[src/tcc_pkg.sv]
package tcc_pkg;
  // Register byte offsets
  localparam logic [7:0] ADDR_FLAGS    = 8'h0c;
  localparam logic [7:0] ADDR_T2COUNT  = 8'h11;
  localparam logic [7:0] ADDR_T2CTRL   = 8'h12;
  localparam logic [7:0] ADDR_CCVALLO  = 8'h15;
  localparam logic [7:0] ADDR_CCVALHI  = 8'h16;
  localparam logic [7:0] ADDR_CCCTRL   = 8'h17;
  localparam logic [7:0] ADDR_ENABLES  = 8'h8c;
  localparam logic [7:0] ADDR_T2LIMIT  = 8'h92;
  // Reset values
  localparam logic [7:0] RST_ZERO      = 8'h00;
  localparam logic [7:0] RST_LIMIT     = 8'hff;
  localparam logic [15:0] RST_WORD     = 16'h0000;
  // Field positions
  localparam int FLAG_T1OVF   = 0;
  localparam int FLAG_T2MATCH = 1;
  localparam int FLAG_CC      = 2;
  localparam int T2_RUN       = 2;
  localparam int T2_POST_LO   = 3;
  localparam int CC_DUTY_LO   = 4;
  // Writable masks
  localparam logic [7:0] MASK_FLAGS    = 8'hf7;
  localparam logic [7:0] MASK_T2CTRL   = 8'h7f;
  localparam logic [7:0] MASK_CCCTRL   = 8'h3f;
  // Prescale terminal counts and counter increments
  localparam logic [3:0] PRE_DIV1      = 4'h0;
  localparam logic [3:0] PRE_DIV4      = 4'h3;
  localparam logic [3:0] PRE_DIV16     = 4'hf;
  localparam logic [3:0] EDGE_DIV4     = 4'h3;
  localparam logic [3:0] EDGE_DIV16    = 4'hf;
  localparam logic [3:0] ONE4          = 4'h1;
  localparam logic [7:0] ONE8          = 8'h01;
  // Mode codes
  localparam logic [3:0] M_OFF    = 4'h0;
  localparam logic [3:0] M_CAPF   = 4'h4;
  localparam logic [3:0] M_CAPR   = 4'h5;
  localparam logic [3:0] M_CAP4   = 4'h6;
  localparam logic [3:0] M_CAP16  = 4'h7;
  localparam logic [3:0] M_CMPSET = 4'h8;
  localparam logic [3:0] M_CMPCLR = 4'h9;
  localparam logic [3:0] M_CMPSW  = 4'ha;
  localparam logic [3:0] M_CMPTRG = 4'hb;
endpackage : tcc_pkg

[src/tcc_timer2_ccp.sv]
`timescale 1ns/10ps
module tcc_timer2_ccp
  import tcc_pkg::*;
(
  input  wire logic        clk,          // Instruction clock
  input  wire logic        rst,          // Synchronous reset, active high
  input  wire logic [7:0]  regAddr,      // Register address
  input  wire logic [7:0]  regWdata,     // Write data
  input  wire logic        regWr,        // Write strobe
  input  wire logic        regRd,        // Read strobe
  output logic      [7:0]  regRdata,     // Read data, cycle after strobe
  input  wire logic [15:0] timerOneCount,// Timer1 count
  input  wire logic        timerOneWrite,// Software writes Timer1 this cycle
  input  wire logic        timerOneOvf,  // Timer1 overflow event
  input  wire logic        capcmpPinIn,  // Pin level (async)
  output logic             capcmpPinOut, // Compare output latch
  output logic             specialEvent, // Trigger: clear Timer1, start A/D
  output logic             timerMatch,   // Pre-postscaler match pulse
  output logic      [7:0]  timerCount    // Period timer count
);

  logic [7:0]  count;
  logic [7:0]  limit;
  logic [6:0]  t2ctrl;
  logic [5:0]  ccctrl;
  logic [15:0] ccValue;
  logic [7:0]  flags;
  logic [7:0]  enables;
  logic [3:0]  preCnt;
  logic [3:0]  postCnt;
  logic [3:0]  edgeCnt;
  logic [2:0]  pinSync;
  logic        pinStable;
  logic        pinPrev;

  logic        wrCount;
  logic        wrT2Ctrl;
  logic        wrCcCtrl;
  logic        wrFlags;
  logic [3:0]  preTerm;
  logic        tick;
  logic        atLimit;
  logic        postOut;
  logic [3:0]  mode;
  logic        capMode;
  logic        cmpMode;
  logic        riseEv;
  logic        fallEv;
  logic        capture;
  logic        cmpHit;
  logic [7:0]  next_count;
  logic [3:0]  next_preCnt;
  logic [3:0]  next_postCnt;
  logic [3:0]  next_edgeCnt;
  logic [7:0]  next_flags;
  logic [7:0]  next_rdata;
  logic        next_pinOut;
  logic [15:0] next_ccValue;

  function automatic logic hit(input logic [7:0] a);
    hit = regWr && (regAddr == a);
  endfunction : hit

  // Next period count after one tick, wrapping at the limit
  function automatic logic [7:0] stepCount(input logic [7:0] c, input logic [7:0] lim);
    if (c == lim) begin
      stepCount = RST_ZERO;
    end else begin
      stepCount = c + ONE8;
    end
  endfunction : stepCount

  assign wrCount  = hit(ADDR_T2COUNT);
  assign wrT2Ctrl = hit(ADDR_T2CTRL);
  assign wrCcCtrl = hit(ADDR_CCCTRL);
  assign wrFlags  = hit(ADDR_FLAGS);
  assign mode     = ccctrl[3:0];
  assign capMode  = (mode[3:2] == 2'b01);
  assign cmpMode  = (mode[3:2] == 2'b10);

  always_comb begin
    unique case (t2ctrl[1:0])
      2'b00:   preTerm = PRE_DIV1;
      2'b01:   preTerm = PRE_DIV4;
      default: preTerm = PRE_DIV16;
    endcase
  end

  assign tick    = t2ctrl[T2_RUN] && (preCnt == preTerm);
  assign atLimit = (count == limit);
  assign postOut = tick && atLimit && (postCnt == t2ctrl[6:T2_POST_LO]);

  // Prescaler: clears on count and control writes and reset
  always_comb begin
    if (rst || wrCount || wrT2Ctrl) begin
      next_preCnt = PRE_DIV1;
    end else if (!t2ctrl[T2_RUN]) begin
      next_preCnt = preCnt;
    end else if (preCnt == preTerm) begin
      next_preCnt = PRE_DIV1;
    end else begin
      next_preCnt = preCnt + ONE4;
    end
  end

  always_ff @(posedge clk) begin
    preCnt <= next_preCnt;
  end

  // Postscaler counts matches; a stopped timer never advances it
  always_comb begin
    if (rst || wrCount || wrT2Ctrl) begin
      next_postCnt = PRE_DIV1;
    end else if (postOut) begin
      next_postCnt = PRE_DIV1;
    end else if (tick && atLimit) begin
      next_postCnt = postCnt + ONE4;
    end else begin
      next_postCnt = postCnt;
    end
  end

  always_ff @(posedge clk) begin
    postCnt <= next_postCnt;
  end

  // Count write wins over a tick; control writes leave count alone
  always_comb begin
    if (wrCount) begin
      next_count = regWdata;
    end else if (tick) begin
      next_count = stepCount(count, limit);
    end else begin
      next_count = count;
    end
  end

  always_ff @(posedge clk) begin
    if (rst) begin
      count <= RST_ZERO;
    end else begin
      count <= next_count;
    end
  end

  // New limit takes effect at the next comparison
  always_ff @(posedge clk) begin
    if (rst) begin
      limit <= RST_LIMIT;
    end else if (hit(ADDR_T2LIMIT)) begin
      limit <= regWdata;
    end
  end

  always_ff @(posedge clk) begin
    if (rst) begin
      t2ctrl <= RST_ZERO[6:0];
    end else if (wrT2Ctrl) begin
      t2ctrl <= regWdata[6:0];
    end
  end

  always_ff @(posedge clk) begin
    if (rst) begin
      timerMatch <= 1'b0;
    end else begin
      timerMatch <= tick && atLimit;
    end
  end

  // Mirror of the count, registered so the port comes straight from a flop
  always_ff @(posedge clk) begin
    if (rst) begin
      timerCount <= RST_ZERO;
    end else begin
      timerCount <= next_count;
    end
  end

  // Pin synchronizer; stage 0 only feeds stage 1
  always_ff @(posedge clk) begin
    if (rst) begin
      pinSync <= 3'b000;
    end else begin
      pinSync <= {pinSync[1:0], capcmpPinIn};
    end
  end

  // A change counts only once stages 1 and 2 agree
  always_ff @(posedge clk) begin
    if (rst) begin
      pinStable <= 1'b0;
    end else if (pinSync[1] == pinSync[2]) begin
      pinStable <= pinSync[2];
    end
  end

  always_ff @(posedge clk) begin
    if (rst) begin
      pinPrev <= 1'b0;
    end else begin
      pinPrev <= pinStable;
    end
  end

  assign riseEv = pinStable && !pinPrev;
  assign fallEv = !pinStable && pinPrev;

  always_comb begin
    capture = 1'b0;
    if (capMode) begin
      unique case (mode)
        M_CAPF:  capture = fallEv;
        M_CAPR:  capture = riseEv;
        M_CAP4:  capture = riseEv && (edgeCnt[1:0] == EDGE_DIV4[1:0]);
        default: capture = riseEv && (edgeCnt == EDGE_DIV16);
      endcase
    end
  end

  // Edge prescaler survives a switch between capture codes
  always_comb begin
    if (rst || !capMode) begin
      next_edgeCnt = PRE_DIV1;
    end else if (riseEv) begin
      next_edgeCnt = edgeCnt + ONE4;
    end else begin
      next_edgeCnt = edgeCnt;
    end
  end

  always_ff @(posedge clk) begin
    edgeCnt <= next_edgeCnt;
  end

  // Flag keeps being set for as long as equality lasts
  assign cmpHit = cmpMode && (timerOneCount == ccValue);

  // A capture beats a software write to the value bytes
  always_comb begin
    next_ccValue = ccValue;
    if (capture) begin
      next_ccValue = timerOneCount;
    end else if (hit(ADDR_CCVALLO)) begin
      next_ccValue[7:0] = regWdata;
    end else if (hit(ADDR_CCVALHI)) begin
      next_ccValue[15:8] = regWdata;
    end
  end

  always_ff @(posedge clk) begin
    if (rst) begin
      ccValue <= RST_WORD;
    end else begin
      ccValue <= next_ccValue;
    end
  end

  always_ff @(posedge clk) begin
    if (rst) begin
      ccctrl <= RST_ZERO[5:0];
    end else if (wrCcCtrl) begin
      ccctrl <= regWdata[5:0];
    end
  end

  // Off write forces the output latch low; the port data latch lives elsewhere
  always_comb begin
    next_pinOut = capcmpPinOut;
    if (wrCcCtrl && regWdata[3:0] == M_OFF) begin
      next_pinOut = 1'b0;
    end else if (cmpHit && mode == M_CMPSET) begin
      next_pinOut = 1'b1;
    end else if (cmpHit && mode == M_CMPCLR) begin
      next_pinOut = 1'b0;
    end
  end

  always_ff @(posedge clk) begin
    if (rst) begin
      capcmpPinOut <= 1'b0;
    end else begin
      capcmpPinOut <= next_pinOut;
    end
  end

  // Software Timer1 write suppresses the trigger
  always_ff @(posedge clk) begin
    if (rst) begin
      specialEvent <= 1'b0;
    end else begin
      specialEvent <= cmpHit && (mode == M_CMPTRG) && !timerOneWrite;
    end
  end

  // Hardware set wins over software clear
  always_comb begin
    next_flags = wrFlags ? (regWdata & MASK_FLAGS) : flags;
    if (timerOneOvf) begin
      next_flags[FLAG_T1OVF] = 1'b1;
    end
    if (postOut) begin
      next_flags[FLAG_T2MATCH] = 1'b1;
    end
    if (capture || cmpHit) begin
      next_flags[FLAG_CC] = 1'b1;
    end
  end

  always_ff @(posedge clk) begin
    if (rst) begin
      flags <= RST_ZERO;
    end else begin
      flags <= next_flags;
    end
  end

  // Enables only store; this block raises no interrupt itself
  always_ff @(posedge clk) begin
    if (rst) begin
      enables <= RST_ZERO;
    end else if (hit(ADDR_ENABLES)) begin
      enables <= regWdata & MASK_FLAGS;
    end
  end

  // Unmapped addresses read as zero
  always_comb begin
    unique case (regAddr)
      ADDR_FLAGS:   next_rdata = flags;
      ADDR_T2COUNT: next_rdata = count;
      ADDR_T2CTRL:  next_rdata = {1'b0, t2ctrl};
      ADDR_CCVALLO: next_rdata = ccValue[7:0];
      ADDR_CCVALHI: next_rdata = ccValue[15:8];
      ADDR_CCCTRL:  next_rdata = {2'b00, ccctrl};
      ADDR_ENABLES: next_rdata = enables;
      ADDR_T2LIMIT: next_rdata = limit;
      default:      next_rdata = RST_ZERO;
    endcase
  end

  // Data stand only in the cycle after the strobe, zero otherwise
  always_ff @(posedge clk) begin
    if (rst || !regRd) begin
      regRdata <= RST_ZERO;
    end else begin
      regRdata <= next_rdata;
    end
  end

endmodule : tcc_timer2_ccp

[config.mk]
export PLATFORM = sky130hd
export DESIGN_NAME = tcc_timer2_ccp
export DESIGN_NICKNAME = d
export VERILOG_FILES = /design/src/tcc_pkg.sv /design/src/tcc_timer2_ccp.sv
export SDC_FILE = /design/constraint.sdc
export NUM_CORES = 1
export LEC_CHECK = 0
export BUFFER_PORTS_ARGS = -buffer_cell sky130_fd_sc_hd__buf_2
export CAP_MARGIN = 20
export CORE_ASPECT_RATIO = 1.1
export CORE_UTILIZATION = 54
export CTS_BUF_LIST = sky130_fd_sc_hd__clkbuf_8
export DETAILED_ROUTE_END_ITERATION = 7
export PLACE_DENSITY = 0.76
export SLEW_MARGIN = 0
export SYNTH_ARGS = -nofsm -noshare
export SYNTH_HDL_FRONTEND = slang
export SYNTH_SLANG_ARGS = --single-unit
[constraint.sdc]
create_clock -name clk -period 1.7 [get_ports clk]
set_input_delay 0.255 -clock clk [delete_from_list [all_inputs] [get_ports clk]]
set_output_delay 0.255 -clock clk [all_outputs]
set_load 0.005 [all_outputs]
==> impl_metrics.yaml <==
floorplan:
  rows: 34
  die_w_um: 89.3
  fp.dieH_um: 98.0
  core_um2: 8000
  initial_core_util: 0.566
  io_pins: 58
  die-area_um2: 8750
cts:
  cts.sinks: 87
  clk_latency_ns: 0.36
  htreeDepth: 3
  clockBufferDepth: 2
  cts-root-buf: "clkbuf_8"
  ctsHoldBuffers: 0
  cts_tree: "done"
  numCtsBuffers: 9
  path_clk_slew_ns: 0.09
power_and_ir_drop:
  switching_share: 0.249
  p_seq_frac: 0.512
  clkPwrFrac: 0.417
  p_int_mw: 3.00
  comb_power_share: 0.071
  static-leakage-power_nw: 2.30
  power.density_nw_per_um2: 712
  p_switching_mw: 0.997
  peakVddDrop_v: 0.000495
  p_total_mw: 4.00
global_routing:
  antenna_found_initial: 0
  grt_max_degree: 58
  grt_pass1_vias: 4365
  grt_usage: 0.317
  globalRouteOverflowTotal: 0
  grt_pass1_wl_um: 21200
drt:
  drc: 0
  vias_per_cell: 6.14
  wl_per_cell_um: 18.5
  via_count: 4404
  ant_nets: 0
  first_pass_iters: 7
  routed_wl_um: 13300
  drt_iter0_markers: 414
timing:
  max_freq_mhz: 569
  skew_ns: 0.0103
  setup_viol: 4
  timing.hold.ws_ns: 0.0533
  finalCritPeriodShare: 1.03
  finalHoldViolCount: 0
  rsz0062_at_grt: "true"
  fin_crit_ns: 1.76
  slew_violations: 0
  worstMarginPinSlew_ns: 0.974
  layout_setup_ws_ns: -0.0582
  max_slew_margin: 0.341
yosys:
  yosysTopAreaCellShare: 0.385
  synth.area.top_cells: "dfxtp_1 38%, mux2i_1 7.7%, nand2_1 4.4%"
  yosys_warnings: 0
  synthesis.area_um2: 4530
  synth_cells: 508
  async_flop_share: 0
  synth_edf_count: 0
  yosysSeqAreaShare: 0.385
  synth_top_cell_by_area: "dfxtp_1"
  synth_most_common_cell: "dfxtp_1"
  synth_commonest_cells: "87 x dfxtp_1, 53 x nand2_1, 38 x nor2_1"
  yosysUniqueCellTypes: 59
  avgSynthCellArea_um2: 8.91
  synth_ff_type: "dfxtp_1"
  ys_ff_latch: 87
  syn-num-nets: 551
setup_path:
  regToRegSetupSlack_ns: -0.06
  cp_cell_sequence: "xor2_2 -> nor4_4 -> buf_4 -> o2111ai_4 -> or3_4 -> a21oi_2"
  crit_family: "simple AND/OR/NAND/NOR gates"
  required_ns: 2.01
  crit_fanout: 6
  crit_buf_inv: 1
  crit_arrival_ns: 2.07
  crit_path_start_kind: "flip-flop"
  worstSetupEndpointType: "flip-flop"
  crit_path_top_delay_cell: "or3_4"
  critical_path_class: "flip-flop to flip-flop"
  critPathMaxStageDelay_ns: 0.41
placed_design:
  port_buffers: 57
  pre_cts_ws_ns: -0.133
  hpwl_um: 9280
  place.gp.congestion: 0.887
status:
  violations: "negative setup slack"
  status: "complete, but fails checks"
finish:
  multi_input_comb_area_um2: 2690
  drive_gt1_frac: 0.314
  regArea_um2: 1770
  fin_nets: 647
  diodes: 0
  n_fill_cell: 638
  area_growth_pct: 24.1
worst_hold_path:
  hp-class: "primary input to flip-flop"
run:
  maxCapViolations: 0
## power groups by stage
stage / Sequential, mW / Combinational (mW) / Clock (mW)
final: 2.05 / 0.283 / 1.67
after global routing: 2.05 / 0.301 / 1.77
after floorplan: 2.10 / 0.130 / 0
after global placement: 2.10 / 0.261 / 0
after CTS: 2.05 / 0.270 / 1.68
after detailed placement: 2.10 / 0.268 / 0
## registers in the layout, indices dropped and copies added, names as in the netlist, 6 cells and up
register    count
enables         7
timerCount      8
ccValue        16
regRdata        8
t2ctrl          7
flags           7
ccctrl          6
limit           8
## worst register-to-register path, cell delays in order, from the launching register on
cell	delay (ns)
dfxtp_4	0.36
xor2_2	0.18
nor4_4	0.27
buf_4	0.18
o2111ai_4	0.18
or3_4	0.41
a21oi_2	0.11
## layout by cell type, fill, tap and decap left out, types with 3 or more instances in the layout
cell      instances
a211oi_1         16
a21oi_1          28
a222oi_1          7
a22o_1            7
a22oi_1          11
a31oi_1          13
and3_1            4
and3_2            3
buf_2            57
buf_4            57
clkbuf_8          9
dfxtp_1          70
dfxtp_2          13
dfxtp_4           4
ha_1              4
inv_1             5
mux2_2            6
mux2i_1          35
nand2_1          53
nand3_1          31
nand4_1           6
nor2_1           38
nor2b_1          10
nor3_1            4
nor3b_1           6
nor4_1            3
o21ai_0          14
o21ai_1           6
o21ai_2           3
xnor2_1          13
xor2_1           13
xor2_2            7
## stage by stage
stage / TNS, ns / cells / instance area [um2] / utilization
after floorplan: -0.0404 / 508 / 4540 / -
after global placement: -0.751 / 692 / 5170 / 0.646
after detailed placement: -2.19 / 692 / 5170 / 0.646
after CTS: -0.0611 / 713 / 5450 / 0.682
after global routing: -0.524 / 717 / 5620 / 0.702
final: -0.135 / 717 / 5620 / 0.702
## worst paths after layout
check                              from                      end  cells past startpoint
hold / removal            timerOneWrite  specialEvent$_SDFF_PP0_                      2
setup reg to reg  limit[2]$_SDFFE_PP1P_  postCnt[2]$_SDFFE_PP0P_                      6
setup / recovery  limit[2]$_SDFFE_PP1P_  postCnt[2]$_SDFFE_PP0P_                      6
hold reg to reg   pinSync[0]$_SDFF_PP0_    pinSync[1]$_SDFF_PP0_                      1
## what timing repair did
action                                  in CTS  in global routing
endpoints found under the setup margin       8                 14
pin swaps                                    3                 13
gates resized for setup                      7                 38
setup buffers                                5                  4
## area by class of cell
class	instances	area share
multi-input cells	383	0.480
flip-flops and latches	87	0.316
repair buffers	117	0.136
well taps	108	0.0241
clock buffers	9	0.0221
clock inverters	7	0.0185
inverters	6	0.00401
## kinds of logic after synthesis
group           synth area share
fa+ha+maj                 0.0111
buf+inv                   0.0498
flops                      0.385
simple gates               0.220
xor+xnor                  0.0639
compound gates             0.179
mux                       0.0923
## routing by layer
metal | global-route usage | up-vias | part of all wire
li1 | - | 2042 | -
met1 | 0.394 | 2096 | 0.40
met2 | 0.526 | 216 | 0.49
met3 | 0.0575 | 50 | 0.069
met4 | 0.143 | 0 | 0.040
met5 | 0 | - | 0
(Power assumes the default switching activity.)
